===== src/common/reset_cause_pkg.sv =====
// Constants shared by the reset cause flag logic.
// Assumes a 16-bit status register and a 3-bit oscillator select.
package reset_cause_pkg;

  // ------------------------------------------------------------
  // Register map
  // ------------------------------------------------------------
  localparam logic [3:0] ADDR_STATUS = 4'h0;
  localparam logic [3:0] ADDR_CTRL   = 4'h1;
  localparam logic [3:0] ADDR_OSC    = 4'h2;

  // ------------------------------------------------------------
  // Status register bit positions
  // ------------------------------------------------------------
  localparam int BIT_TRAP   = 15;
  localparam int BIT_ILLEG  = 14;
  localparam int BIT_CMIS   = 9;
  localparam int BIT_EXTCLR = 7;
  localparam int BIT_SOFT   = 6;
  localparam int BIT_WDOG   = 4;
  localparam int BIT_SLEEP  = 3;
  localparam int BIT_IDLE   = 2;
  localparam int BIT_BROWN  = 1;
  localparam int BIT_PWRON  = 0;

  // Implemented flags; other bits read zero
  localparam logic [15:0] FLAG_MASK = 16'hC2DF;

  // ------------------------------------------------------------
  // Control register bit positions
  // ------------------------------------------------------------
  localparam int CTRL_WDOG_SOFT  = 0;
  localparam int CTRL_BROWN_SOFT = 1;

  // Brown-out config field value that hands control to software
  localparam logic [1:0] BROWN_CFG_SOFT = 2'h1;

  typedef enum logic [2:0] {
    RST_NONE,
    RST_PWRON,
    RST_BROWN,
    RST_PIN,
    RST_WDOG,
    RST_SOFT
  } reset_kind_e;

endpackage


===== src/rtl/flag_cell.sv =====
// One sticky status flag: hardware set, hardware clear, software write.
// Assumes set/clear pulses are on sys_clk.
`timescale 1ns/1ps
`default_nettype none
module flag_cell (
  input  wire logic sysClk,    // System clock
  input  wire logic rst,       // Sync reset, active high
  input  wire logic hwSet,     // Event pulse
  input  wire logic hwClr,     // Clearing event pulse
  input  wire logic swWe,      // Software write
  input  wire logic swVal,     // Software value
  output logic      flag       // Flag state
);
  logic flag_r;
  logic flag_nxt;

  // Set wins over any clear in the same cycle
  always_comb
  begin
    flag_nxt = flag_r;
    if (swWe)
      flag_nxt = swVal;
    if (hwClr)
      flag_nxt = 1'b0;
    if (hwSet)
      flag_nxt = 1'b1;
  end

  always_ff @(posedge sysClk)
  begin
    if (rst)
      flag_r <= 1'b0;
    else
      flag_r <= flag_nxt;
  end

  assign flag = flag_r;
endmodule
`default_nettype wire


===== src/rtl/osc_select.sv =====
// Picks the system clock source latched at the end of each reset.
// Assumes reset kind is held valid while resetKind is not NONE.
`timescale 1ns/1ps
`default_nettype none
module osc_select (
  input  wire logic                        sysClk,     // System clock
  input  wire logic                        rst,        // Sync reset, active high
  input  wire reset_cause_pkg::reset_kind_e resetKind, // Reset being taken
  input  wire logic                        swEnable,   // Clock switching enabled
  input  wire logic [2:0]                  cfgOsc,     // Initial oscillator select
  input  wire logic [2:0]                  curOsc,     // Current oscillator field
  output logic      [2:0]                  oscSel      // Chosen source
);
  logic [2:0] oscSel_r;
  logic [2:0] oscSel_nxt;

  always_comb
  begin
    oscSel_nxt = oscSel_r;
    if (!swEnable)
    begin
      if (resetKind != reset_cause_pkg::RST_NONE)
        oscSel_nxt = cfgOsc;
    end
    else
    begin
      case (resetKind)
        reset_cause_pkg::RST_PWRON,
        reset_cause_pkg::RST_BROWN: oscSel_nxt = cfgOsc;
        reset_cause_pkg::RST_PIN,
        reset_cause_pkg::RST_WDOG,
        reset_cause_pkg::RST_SOFT:  oscSel_nxt = curOsc;
        default:                    oscSel_nxt = oscSel_r;
      endcase
    end
  end

  // Reset parks the source at zero; the power-on pulse after release loads it
  always_ff @(posedge sysClk)
  begin
    if (rst)
      oscSel_r <= 3'h0;
    else
      oscSel_r <= oscSel_nxt;
  end

  assign oscSel = oscSel_r;
endmodule
`default_nettype wire


===== src/rtl/reset_cause_flags.sv =====
// Reset cause flags, watchdog/brown-out enable overrides, clock source at reset.
// Assumes event inputs are one-cycle pulses from logic on sys_clk.
//
// What this block does
// - Sleep power-save instruction sets sleep flag bit 3; power-on or a software write clears it.
// - Idle power-save instruction sets idle flag bit 2; power-on or a software write clears it.
// - Brown-out flag bit 1 set by brown-out reset and by power-on reset.
// - Power-on flag bit 0 set by power-on reset; no hardware clear.
// - Software may write every flag; writing never causes a reset.
// - Watchdog config bit high keeps watchdog enabled regardless of soft bit.
// - Soft brown-out enable forced 0 unless config allows; then resets to 1.
// - Trap 15, illegal 14, mismatch 9, pin 7, reset instruction 6; power-on clears.
// - Clock switching off: source at reset from configuration bits always.
// - Clock switching on: source at reset depends on reset type.
// - Power-on/brown-out use config; pin, watchdog, software keep current field.
`timescale 1ns/1ps
`default_nettype none
module reset_cause_flags (
  input  wire logic        sys_clk,       // System clock, 20 MHz
  input  wire logic        rst,           // Power-on reset, sync, active high
  input  wire logic [3:0]  regAddr,       // Register address
  input  wire logic [15:0] regWdata,      // Write data
  input  wire logic        regWr,         // Write strobe
  input  wire logic        regRd,         // Read strobe
  output logic      [15:0] regRdata,      // Read data, cycle after strobe
  input  wire logic        brownReset,    // Brown-out reset event
  input  wire logic        pinReset,      // Master clear pin reset event
  input  wire logic        softReset,     // Reset instruction event
  input  wire logic        wdogTimeout,   // Watchdog time-out event
  input  wire logic        trapConflict,  // Trap conflict event
  input  wire logic        illegalAccess, // Illegal opcode / uninit register
  input  wire logic        cfgMismatch,   // Configuration mismatch reset
  input  wire logic        sleepExec,     // Power-save sleep executed
  input  wire logic        idleExec,      // Power-save idle executed
  input  wire logic        wdogCfgEnable, // Watchdog config enable
  input  wire logic [1:0]  brownCfgField, // Brown-out config field
  input  wire logic        clkSwitchEn,   // Clock switching enabled
  input  wire logic [2:0]  initOscSelect, // Initial oscillator select bits
  input  wire logic [2:0]  curOscField,   // Current oscillator field
  output logic             wdogEnable,    // Effective watchdog enable
  output logic             brownEnable,   // Effective brown-out soft enable
  output logic      [2:0]  oscSource      // Clock source chosen at reset
);

  // ------------------------------------------------------------
  // Events
  // ------------------------------------------------------------
  logic [15:0] setVec;
  logic [15:0] clrVec;
  logic [15:0] flags;
  logic        statusWr;
  logic        pwrOnPend_r;
  logic        pwrOnPend_nxt;

  // Power-on is seen as the first cycle after rst releases, since rst wipes all flags
  always_comb
  begin
    pwrOnPend_nxt = 1'b0;
  end

  always_ff @(posedge sys_clk)
  begin
    if (rst)
      pwrOnPend_r <= 1'b1;
    else
      pwrOnPend_r <= pwrOnPend_nxt;
  end

  always_comb
  begin
    setVec = 16'h0000;
    clrVec = 16'h0000;
    setVec[reset_cause_pkg::BIT_SLEEP]  = sleepExec;
    setVec[reset_cause_pkg::BIT_IDLE]   = idleExec;
    setVec[reset_cause_pkg::BIT_BROWN]  = brownReset | pwrOnPend_r;
    setVec[reset_cause_pkg::BIT_PWRON]  = pwrOnPend_r;
    setVec[reset_cause_pkg::BIT_TRAP]   = trapConflict;
    setVec[reset_cause_pkg::BIT_ILLEG]  = illegalAccess;
    setVec[reset_cause_pkg::BIT_CMIS]   = cfgMismatch;
    setVec[reset_cause_pkg::BIT_EXTCLR] = pinReset;
    setVec[reset_cause_pkg::BIT_SOFT]   = softReset;
    setVec[reset_cause_pkg::BIT_WDOG]   = wdogTimeout;
    clrVec[reset_cause_pkg::BIT_WDOG]   = sleepExec | idleExec;
  end

  assign statusWr = regWr && (regAddr == reset_cause_pkg::ADDR_STATUS);

  // ------------------------------------------------------------
  // Flag cells
  // ------------------------------------------------------------
  genvar gi;
  generate
    for (gi = 0; gi < 16; gi = gi + 1)
    begin : g_flag
      if (reset_cause_pkg::FLAG_MASK[gi])
      begin : g_impl
        // Writing a one only stores it; no reset request leaves here
        flag_cell u_cell (
          .sysClk (sys_clk),
          .rst    (rst),
          .hwSet  (setVec[gi]),
          .hwClr  (clrVec[gi]),
          .swWe   (statusWr),
          .swVal  (regWdata[gi]),
          .flag   (flags[gi])
        );
      end
      else
      begin : g_none
        assign flags[gi] = 1'b0;
      end
    end
  endgenerate

  // ------------------------------------------------------------
  // Enable bits
  // ------------------------------------------------------------
  logic wdogSoft_r;
  logic wdogSoft_nxt;
  logic brownSoft_r;
  logic brownSoft_nxt;
  logic brownAllowed;
  logic ctrlWr;

  assign ctrlWr       = regWr && (regAddr == reset_cause_pkg::ADDR_CTRL);
  assign brownAllowed = (brownCfgField == reset_cause_pkg::BROWN_CFG_SOFT);

  always_comb
  begin
    wdogSoft_nxt  = wdogSoft_r;
    brownSoft_nxt = brownSoft_r;
    if (ctrlWr)
    begin
      wdogSoft_nxt  = regWdata[reset_cause_pkg::CTRL_WDOG_SOFT];
      brownSoft_nxt = regWdata[reset_cause_pkg::CTRL_BROWN_SOFT];
    end
    // Reset value 1 arrives through the power-on pulse, config sampled after rst
    if (pwrOnPend_r)
      brownSoft_nxt = 1'b1;
    if (!brownAllowed)
      brownSoft_nxt = 1'b0;
  end

  always_ff @(posedge sys_clk)
  begin
    if (rst)
    begin
      wdogSoft_r  <= 1'b0;
      brownSoft_r <= 1'b0;
    end
    else
    begin
      wdogSoft_r  <= wdogSoft_nxt;
      brownSoft_r <= brownSoft_nxt;
    end
  end

  assign wdogEnable  = wdogCfgEnable | wdogSoft_r;
  assign brownEnable = brownSoft_r & brownAllowed;

  // ------------------------------------------------------------
  // Clock source at reset
  // ------------------------------------------------------------
  reset_cause_pkg::reset_kind_e resetKind;

  always_comb
  begin
    if (pwrOnPend_r)
      resetKind = reset_cause_pkg::RST_PWRON;
    else if (brownReset)
      resetKind = reset_cause_pkg::RST_BROWN;
    else if (pinReset)
      resetKind = reset_cause_pkg::RST_PIN;
    else if (wdogTimeout)
      resetKind = reset_cause_pkg::RST_WDOG;
    else if (softReset)
      resetKind = reset_cause_pkg::RST_SOFT;
    else
      resetKind = reset_cause_pkg::RST_NONE;
  end

  osc_select u_osc (
    .sysClk    (sys_clk),
    .rst       (rst),
    .resetKind (resetKind),
    .swEnable  (clkSwitchEn),
    .cfgOsc    (initOscSelect),
    .curOsc    (curOscField),
    .oscSel    (oscSource)
  );

  // ------------------------------------------------------------
  // Read port
  // ------------------------------------------------------------
  logic [15:0] rdata_r;
  logic [15:0] rdata_nxt;

  always_comb
  begin
    rdata_nxt = 16'h0000;
    if (regRd)
    begin
      case (regAddr)
        reset_cause_pkg::ADDR_STATUS: rdata_nxt = flags;
        reset_cause_pkg::ADDR_CTRL:
        begin
          rdata_nxt[reset_cause_pkg::CTRL_WDOG_SOFT]  = wdogSoft_r;
          rdata_nxt[reset_cause_pkg::CTRL_BROWN_SOFT] = brownSoft_r;
        end
        reset_cause_pkg::ADDR_OSC: rdata_nxt = {13'h0000, oscSource};
        default: rdata_nxt = 16'h0000;
      endcase
    end
  end

  always_ff @(posedge sys_clk)
  begin
    if (rst)
      rdata_r <= 16'h0000;
    else
      rdata_r <= rdata_nxt;
  end

  assign regRdata = rdata_r;
endmodule
`default_nettype wire


===== config.mk =====
export PLATFORM = sky130hd
export DESIGN_NAME = reset_cause_flags
export DESIGN_NICKNAME = d
export VERILOG_FILES = /design/src/common/reset_cause_pkg.sv /design/src/rtl/flag_cell.sv /design/src/rtl/osc_select.sv /design/src/rtl/reset_cause_flags.sv
export SDC_FILE = /design/constraint.sdc
export NUM_CORES = 1
export LEC_CHECK = 0
export ABC_AREA = 1
export BUFFER_PORTS_ARGS = -buffer_cell sky130_fd_sc_hd__buf_2
export CAP_MARGIN = 20
export CORE_MARGIN = 1.5
export CORE_UTILIZATION = 35
export CTS_CLUSTER_DIAMETER = 60
export DETAILED_ROUTE_END_ITERATION = 8
export GPL_TIMING_DRIVEN = 0
export PLACE_DENSITY = 0.65
export SETUP_SLACK_MARGIN = 0.02
export SLEW_MARGIN = 20
export SYNTH_ARGS = -nofsm -noshare
export SYNTH_HDL_FRONTEND = slang
export SYNTH_SLANG_ARGS = --single-unit

===== constraint.sdc =====
create_clock -name sys_clk -period 2.3 [get_ports sys_clk]
set_input_delay 0.345 -clock sys_clk [delete_from_list [all_inputs] [get_ports sys_clk]]
set_output_delay 0.345 -clock sys_clk [all_outputs]
set_load 0.1 [all_outputs]

**Word-level counts from Yosys, hierarchy flattened**

Cells that the tools add are included.

- Register bits after elaboration: 32
- Input bits: 43
- Logic and storage cells: 85

- Equality and inequality tests: 9
- Multiplexer cells: 34
- Bitwise operators: 6
- Reductions and logical operators: 21

Operators by type and width:

| cell | number |
|---|---|
| 14-bit case mux with 2 select lines | 1 |
| 1-bit two-way mux | 24 |
| 2-bit nonzero test | 11 |
| 3-bit two-way mux | 7 |
| 3-bit by 2-bit == test with 1-bit output, second input constant | 2 |
| 3-bit == test, second input constant | 2 |
| 2-bit case mux with 3 select lines | 1 |
| 3-bit case mux with 2 select lines | 1 |
| 3-bit nonzero test | 2 |
| 2-bit OR reduction | 3 |
| 4-bit by 1-bit == test with 1-bit output, second input constant | 1 |
| 4-bit by 2-bit == test with 1-bit output, second input constant | 1 |
| 4-bit zero test | 1 |
| 3-bit by 1-bit == test with 1-bit output, second input constant | 1 |
| 3-bit by 1-bit inequality test with 1-bit output, second input constant | 1 |
| 1-bit OR | 3 |
| 3-bit OR reduction | 1 |
| 2-bit by 1-bit == test with 1-bit output, second input constant | 1 |
| 1-bit logical AND | 2 |
| 1-bit inverter | 2 |
| 2-bit AND reduction | 1 |
| 1-bit AND | 1 |

**Logic depth before layout (Yosys ltp)**

Gate-level depths: netlist of the first run.

- Depth in word-level cells: 9
- Gate-level depth with buffers: 7

**By module**

From an unflattened synthesis of the first run, not the netlist that was laid out.

- Cell total of the unflattened synthesis: 217
- Area, all modules: 1,477.7 um^2

Modules (own cells, without submodules):

| module | times used | cells each | area each (um^2) | sequential area each (um^2) |
|---|---|---|---|---|
| flag_cell | 10 | 10 | 65.1 | 20.0 |
| reset_cause_flags | 1 | 82 | 621.8 | 260.2 |
| osc_select | 1 | 35 | 205.2 | 60.1 |

**Worst setup path after synthesis of the first run**

Ideal clock, no wire load.

- Path type: input to output
- Start point: input port brownCfgField[0]
- End point: output port brownEnable
- Data arrival time: 2.577 ns
- Required time: 1.955 ns
- Path slack: -0.622 ns
- Stages: 2
- Cells stage by stage: inv_1 -> nor3b_1

- Longest elaborated chain between the ends: 2

Ends and longest elaborated chain:

| what | RTL line | text |
|---|---|---|
| from (decl) | reset_cause_flags.sv:36 | `input wire logic [1:0] brownCfgField,` |
| 2-bit by 1-bit == test with 1-bit output | reset_cause_flags.sv:126 | `assign brownAllowed = (brownCfgField == reset_cause_pkg::BROWN_CFG_SOFT);` |
| 1-bit AND | reset_cause_flags.sv:159 | `assign brownEnable = brownSoft_r & brownAllowed;` |
| to (decl) | reset_cause_flags.sv:41 | `output logic brownEnable,` |

Every way passes these cells.

**Worst setup path after layout of the first run**

- Start point: register brownSoft_r
- End point: output port brownEnable

- Longest elaborated chain between the ends: 1

Ends and longest elaborated chain:

| what | RTL line | text |
|---|---|---|
| from (decl) | reset_cause_flags.sv:120 | `logic brownSoft_r;` |
| from (signal assigned) | reset_cause_flags.sv:154 | `brownSoft_r <= brownSoft_nxt;` |
| 1-bit AND | reset_cause_flags.sv:159 |  |

Every way passes these cells.

==> impl_metrics.yaml, run 1 <==
status:
  status: "complete, no violations"
clock_tree:
  cts_resized: 0
  path_clk_slew_ps: 130
  cts_tree: "done"
  clk_latency_ps: 310
  clockBufferDepth: 2
  cts_sinks: 26
  numCtsBuffers: 3
  holdBufCountCts: 0
  root_buffer: "clkbuf_4"
  post_cts_buffers: 0
  htree_levels: 1
critical_path:
  r2r-end: "u_osc.oscSel[1]"
  cp_cell_sequence: "nor3b_2, buf_2"
  crit_arrival_ps: 1280
  end_kind: "output pin"
  r2r_cells: 7
  crit_type: "register to output pin"
  crit_required_ps: 1960
  r2r_slack_ps: 1160
  slowest_stage: "buf_2"
  crit_fanout: 3
  slowest_delay_ps: 440
  startpoint_type: "register"
  r2r_start: "pwrOnPend_r"
pwr:
  p_comb_share_pct: 22.2
  vdd_drop_max_mv: 0.2174
  switchingPower_mw: 0.2811
  pwr-share-clk_pct: 24.7
  intPower_mw: 0.6228
  p_seq_share_pct: 53.1
  p_leak_nw: 0.8204
  swShare_pct: 31.10
  power_density_nw_per_um2: 584.1
min_path:
  hold_class: "primary input to register"
  min_to: "pwrOnPend_r"
  worstHoldStart: "rst"
  hold_path_depth: 1
cells_and_area:
  areaGrowthSynthToFinish_pct: 30.90
  nets: 272
  final_cell_mix: "51 x buf_2, 43 x nand2_1, 26 x dfxtp_1"
  drive_gt1_share_pct: 29.82
  diodes: 0
  seqCellArea_um2: 520.5
  multi_input_area_um2: 530.5
  fin_util_pct: 49.48
  layout_commonest_cell: "buf_2"
  fillCellCount: 341
run:
  cap_violations: 0
grt:
  grt_max_degree: 15
  gr-total-overflow: 0
  grt_pass1_wl_mm: 4.215
  antenna_found_initial: 0
  track_usage_pct: 14.74
  grt_pass1_vias: 1041
route:
  wl_per_cell_um: 9.331
  postRouteAntennaNets: 0
  wirelength_mm: 2.538
  drtIter0Drc: 52
  vias_per_cell: 4.239
  drc: 0
  num_vias: 1153
  first_pass_iters: 4
synthesis:
  ys.flop_type: "dfxtp_1"
  synth_area_leaders: "dfxtp_1 44%, nand2_1 14%, a21oi_1 8.9%"
  synth_area_um2: 1182
  avgSynthCellArea_um2: 6.996
  ys_seq_area_share_pct: 44.02
  netlist.area_leader.share_pct: 44.02
  synth_cell_types: 20
  ys_warn_count: 0
  synthCells: 169
  async_flop_share_pct: 0
  yosysTopAreaCell: "dfxtp_1"
  yosys_register_bits: 26
  synth_edf_count: 0
timing:
  finClkSkew_ps: 0.8398
  finalSetupTns_ps: 0
  fin_crit_ps: 1623
  setup_violations: 0
  period_share_pct: 70.59
  max_freq_mhz: 616.0
  rsz0062_at_grt: "no"
  drv_slew: 0
  hold_violations: 0
floorplanning:
  initial_utilization_pct: 37.80
  fp.dieW_um: 61.12
  core.rowCount: 20
  die-area_um2: 3736
  coreArea_um2: 3128
  die_y_um: 61.12
  ios: 64
place:
  routabilityCongestion: 0.7746
  io_buffers: 50
  dp_hpwl_mm: 2.042
Yosys cell counts, types with 2 or more instances:
cell,number
nand4_1,2
a21oi_1,21
inv_1,23
buf_4,6
nor2_4,2
dfxtp_1,26
nand3_1,12
nand2_1,43
nand3b_1,3
nor2_1,21
sequential cells by signal (all words and copies together), names as in the netlist:
| signal | flops |
|---|---|
| regRdata | 10 |
| wdogSoft_r | 1 |
| brownSoft_r | 1 |
| pwrOnPend_r | 1 |
| u_osc.oscSel | 3 |
| g_flag.g_impl.u_cell.flag | 10 |
area by class of cell:
type / instances / area share (%)
Buffer: 9 / 4.204
Timing Repair Buffer: 50 / 16.17
Clock buffer: 4 / 2.344
Inverter: 24 / 5.821
Sequential cell: 26 / 33.63
Multi-Input combinational cell: 115 / 34.28
Tap cell: 44 / 3.557
power by group through the flow:
stage | Combinational, mW | Sequential, mW | Clock, mW
after floorplan | 0.116 | 0.523 | 0
after global placement | 0.200 | 0.490 | 0
after CTS | 0.202 | 0.480 | 0.226
after global routing | 0.218 | 0.483 | 0.252
after detailed placement | 0.201 | 0.490 | 0
final | 0.201 | 0.480 | 0.223
routing by layer:
layer / global-route usage [%] / part of all wire (%) / vias up
li1: - / - / 629
met1: 18.46 / 46 / 483
met2: 24.92 / 45 / 39
met3: 3.571 / 7.7 / 2
met4: 4.658 / 0.87 / 0
met5: 0 / 0 / -
critical path, delay by kind of cell (launching register included):
| kind | cells | cell delay [ps] |
|---|---|---|
| buffers and inverters | 1 | 440 |
| flip-flops | 1 | 380 |
| AND/OR/NAND/NOR | 1 | 150 |
worst max path at each step:
stage,start,to,slack (ps),depth (start not counted)
after floorplan,brownCfgField[0],brownEnable,360,2
after global placement,brownCfgField[1],brownEnable,910,3
after detailed placement,brownCfgField[1],brownEnable,910,3
after CTS,brownSoft_r,brownEnable,670,2
after global routing,brownSoft_r,brownEnable,580,2
final,brownSoft_r,brownEnable,680,2
per-stage QoR:
| stage | setup slack, ps | instance area [um2] | std cells | power [mW] | hold slack (ps) |
|---|---|---|---|---|---|
| finish | 676.5 | 1548 | 272 | 0.9040 | 186.5 |
| global route | 580.2 | 1548 | 272 | 0.9537 | 162.8 |
| CTS | 672.6 | 1548 | 272 | 0.9081 | 182.5 |
| detailed placement | 907.6 | 1511 | 268 | 0.6914 | 434.7 |
| global placement | 913.3 | 1511 | 268 | 0.6899 | 430.5 |
| floorplan | 364.8 | 1206 | 174 | 0.6387 | 372.7 |
cell families after synthesis:
kind of cell	Yosys count	share of synthesized area [%]
AND/OR/NAND/NOR	88	33.65
buffers and inverters	33	13.12
flip-flops	26	44.02
AO/OA/AOI/OAI	21	8.889
other	1	0.3172
Note: power is estimated with default switching activity, not from simulation.
==> run 2, diff against run 1 <==
--- a/config.mk
+++ b/config.mk
@@ -5,7 +5,7 @@
 export SDC_FILE = /design/constraint.sdc
 export NUM_CORES = 1
 export LEC_CHECK = 0
-export ABC_AREA = 1
+export ABC_AREA = 0
 export BUFFER_PORTS_ARGS = -buffer_cell sky130_fd_sc_hd__buf_2
 export CAP_MARGIN = 20
 export CORE_MARGIN = 1.5
@@ -13,7 +13,7 @@
 export CTS_CLUSTER_DIAMETER = 60
 export DETAILED_ROUTE_END_ITERATION = 8
 export GPL_TIMING_DRIVEN = 0
-export PLACE_DENSITY = 0.65
+export PLACE_DENSITY = 0.68
 export SETUP_SLACK_MARGIN = 0.02
 export SLEW_MARGIN = 20
 export SYNTH_ARGS = -nofsm -noshare
==> constraint.sdc (replaced) <==
create_clock -name sys_clk -period 1.4 [get_ports sys_clk]
set_input_delay 0.21 -clock sys_clk [delete_from_list [all_inputs] [get_ports sys_clk]]
set_output_delay 0.21 -clock sys_clk [all_outputs]
set_load 0.1 [all_outputs]
==> run 2 against run 1 <==
Critical path depth down 1. Setup slack worse by 610 ps. Die area shrank 2.9%. Sequential cell count did not move. Via count decreased by 5.0%. Count of clock-buffer cells in the layout decreased by 1. Sequential share of layout area down 0.11 points. Total power increased by 83%. Synthesized cell count fell by 27%. Critical endpoint is now oscSource[2].
==> impl_metrics.yaml, run 2 <==
clock_tree:
  cts_tree: "done"
  cts_sinks: 26
  clockBufferDepth: 2
  numCtsBuffers: 3
  htree_levels: 1
  root_buffer: "clkbuf_4"
  clk_latency_ps: 320
  path_clk_slew_ps: 140
critical_path:
  startpoint_type: "register"
  r2r_cells: 3
  slowest_delay_ps: 430
  crit_required_ps: 1190
  crit_fanout: 3
  crit_type: "register to output pin"
  slowest_stage: "buf_2"
  crit_arrival_ps: 1120
  cp.buffers_inverters: 1
  cp_num_cells: 1
  cp_cell_sequence: "buf_2"
  crit_family: "buffers and inverters"
  end_kind: "output pin"
synthesis:
  yosysTopAreaCell: "dfxtp_1"
  avgSynthCellArea_um2: 9.318
  netlist.area_leader.share_pct: 45.41
  synth_cell_types: 33
  yosys_register_bits: 26
  synthTopCellsByCount: "26 x dfxtp_1, 13 x nor2_1, 12 x a211oi_1, 12 x nor4_1, 10 x and2_1"
  ys.flop_type: "dfxtp_1"
  async_flop_share_pct: 0
  ys_warn_count: 0
  synth_area_um2: 1146
  synth_area_leaders: "dfxtp_1 45%, a211oi_1 7.9%, nor4_1 6.6%"
  synth_edf_count: 0
  yosysMostFrequentCell: "dfxtp_1"
  ys_seq_area_share_pct: 45.41
  synthCells: 123
cells_and_area:
  diodes: 0
  final_cell_mix: "51 x buf_2, 22 x dfxtp_1, 12 x a211oi_1, 12 x nor4_1, 12 x nor2_1"
  areaGrowthSynthToFinish_pct: 36.79
  drive_gt1_share_pct: 40.98
  layout_commonest_cell: "buf_2"
  fin_util_pct: 50.93
  nets: 227
  fin_area_um2: 1568
floorplanning:
  initial_utilization_pct: 37.24
  core.rowCount: 20
  fp.dieW_um: 60.23
  die-area_um2: 3627
  coreArea_um2: 3078
  ios: 64
  die_y_um: 60.23
pwr:
  p_leak_nw: 0.7018
  vdd_drop_max_mv: 0.4201
  power_mw: 1.651
  power_density_nw_per_um2: 1053
timing:
  period_share_pct: 95.18
  setup_violations: 0
  finClkSkew_ps: 0.7035
  fin_crit_ps: 1332
  drv_slew: 0
  rsz0062_at_grt: "no"
  max_freq_mhz: 750.5
  finalSetupTns_ps: 0
  hold_violations: 0
min_path:
  hold_class: "primary input to register"
  hold_path_depth: 3
run:
  cap_violations: 0
place:
  routabilityCongestion: 0.7558
  dpl_cell_area_um2: 1476
  io_buffers: 50
  dp_hpwl_mm: 2.173
grt:
  track_usage_pct: 16.24
  grt_pass1_vias: 1064
  antenna_found_initial: 0
  grt_max_degree: 16
  gr-total-overflow: 0
  grt_pass1_wl_mm: 4.471
status:
  status: "complete, no violations"
route:
  postRouteAntennaNets: 0
  drtIter0Drc: 42
  wl_per_cell_um: 12.15
  drc: 0
  first_pass_iters: 4
  vias_per_cell: 4.824
  num_vias: 1095
  wirelength_mm: 2.757
-- run 2: cell count changes in the layout (fill, tap and decap cells not counted), moves of 3 or more --
cell / delta
nand3_1: -10
nand3b_1: -3
a211oi_1: +12
nand2_1: -41
and2_1: +10
nor2_1: -9
o21ai_1: +7
a21oi_1: -20
nor4_1: +12
dfxtp_2: +4
inv_1: -21
dfxtp_1: -4
mux2i_1: +3
-- run 2: final timing paths --
| kind | start | to | slack, ps |
|---|---|---|---|
| worst max-delay path | u_osc.oscSel[2] | oscSource[2] | 70 |
| worst min-delay path | initOscSelect[2] | u_osc.oscSel[2] | 140 |
| worst min register to register | g_flag[9].g_impl.u_cell.flag | regRdata[9] | 470 |
| worst max register to register | pwrOnPend_r | u_osc.oscSel[0] | 210 |
-- run 2: through the flow --
stage,hold WS [ps],setup WS (ps),instances
2_1_floorplan,237.7,18.66,128
3_3_place_gp,339.8,-48.91,222
3_5_place_dp,347.1,-56.64,222
4_1_cts,5.750,31.50,226
5_1_grt,135.5,21.97,227
6_report,139.4,67.51,227
-- run 2: cell families after synthesis --
logic type             count (synthesis)  synth area share, %
AO/OA/AOI/OAI                         26                15.72
multiplexers                           3                2.620
buffers and inverters                 14                7.533
other                                  1               0.3272
flip-flops                            26                45.41
AND/OR/NAND/NOR                       53                28.39
-- run 2: where the power goes --
group          internal [mW]  total [mW]  switching (mW)
clock                  0.290       0.515           0.226
sequential             0.773       0.793          0.0193
combinational          0.111       0.343           0.232
total                   1.17        1.65           0.477
-- run 2: area by class of cell --
| type | instances | area [um2] |
|---|---|---|
| timing repair buffer | 52 | 289.0 |
| buffer | 11 | 75.07 |
| sequential | 26 | 525.5 |
| tap | 44 | 55.05 |
| clock inverter | 1 | 30.03 |
| clock buffer | 3 | 22.52 |
| inverter | 2 | 7.507 |
| multi-input combinational | 88 | 563.0 |
| fill | 307 | 1510 |
-- run 2: routing by layer --
layer  global-route usage [%]  wire (um)  vias up
li1                         -          -      562
met3                    1.732        162        6
met2                    28.88       1288       45
met5                        0          0        -
met1                    19.29       1251      482
met4                    7.619         55        0
-- run 2: timing repair --
action	4_1_cts	5_1_grt
hold buffers	0	1
endpoints found under the setup margin	2	3
resized for setup	3	5
endpoints found under the hold margin	0	1
setup buffers	0	1
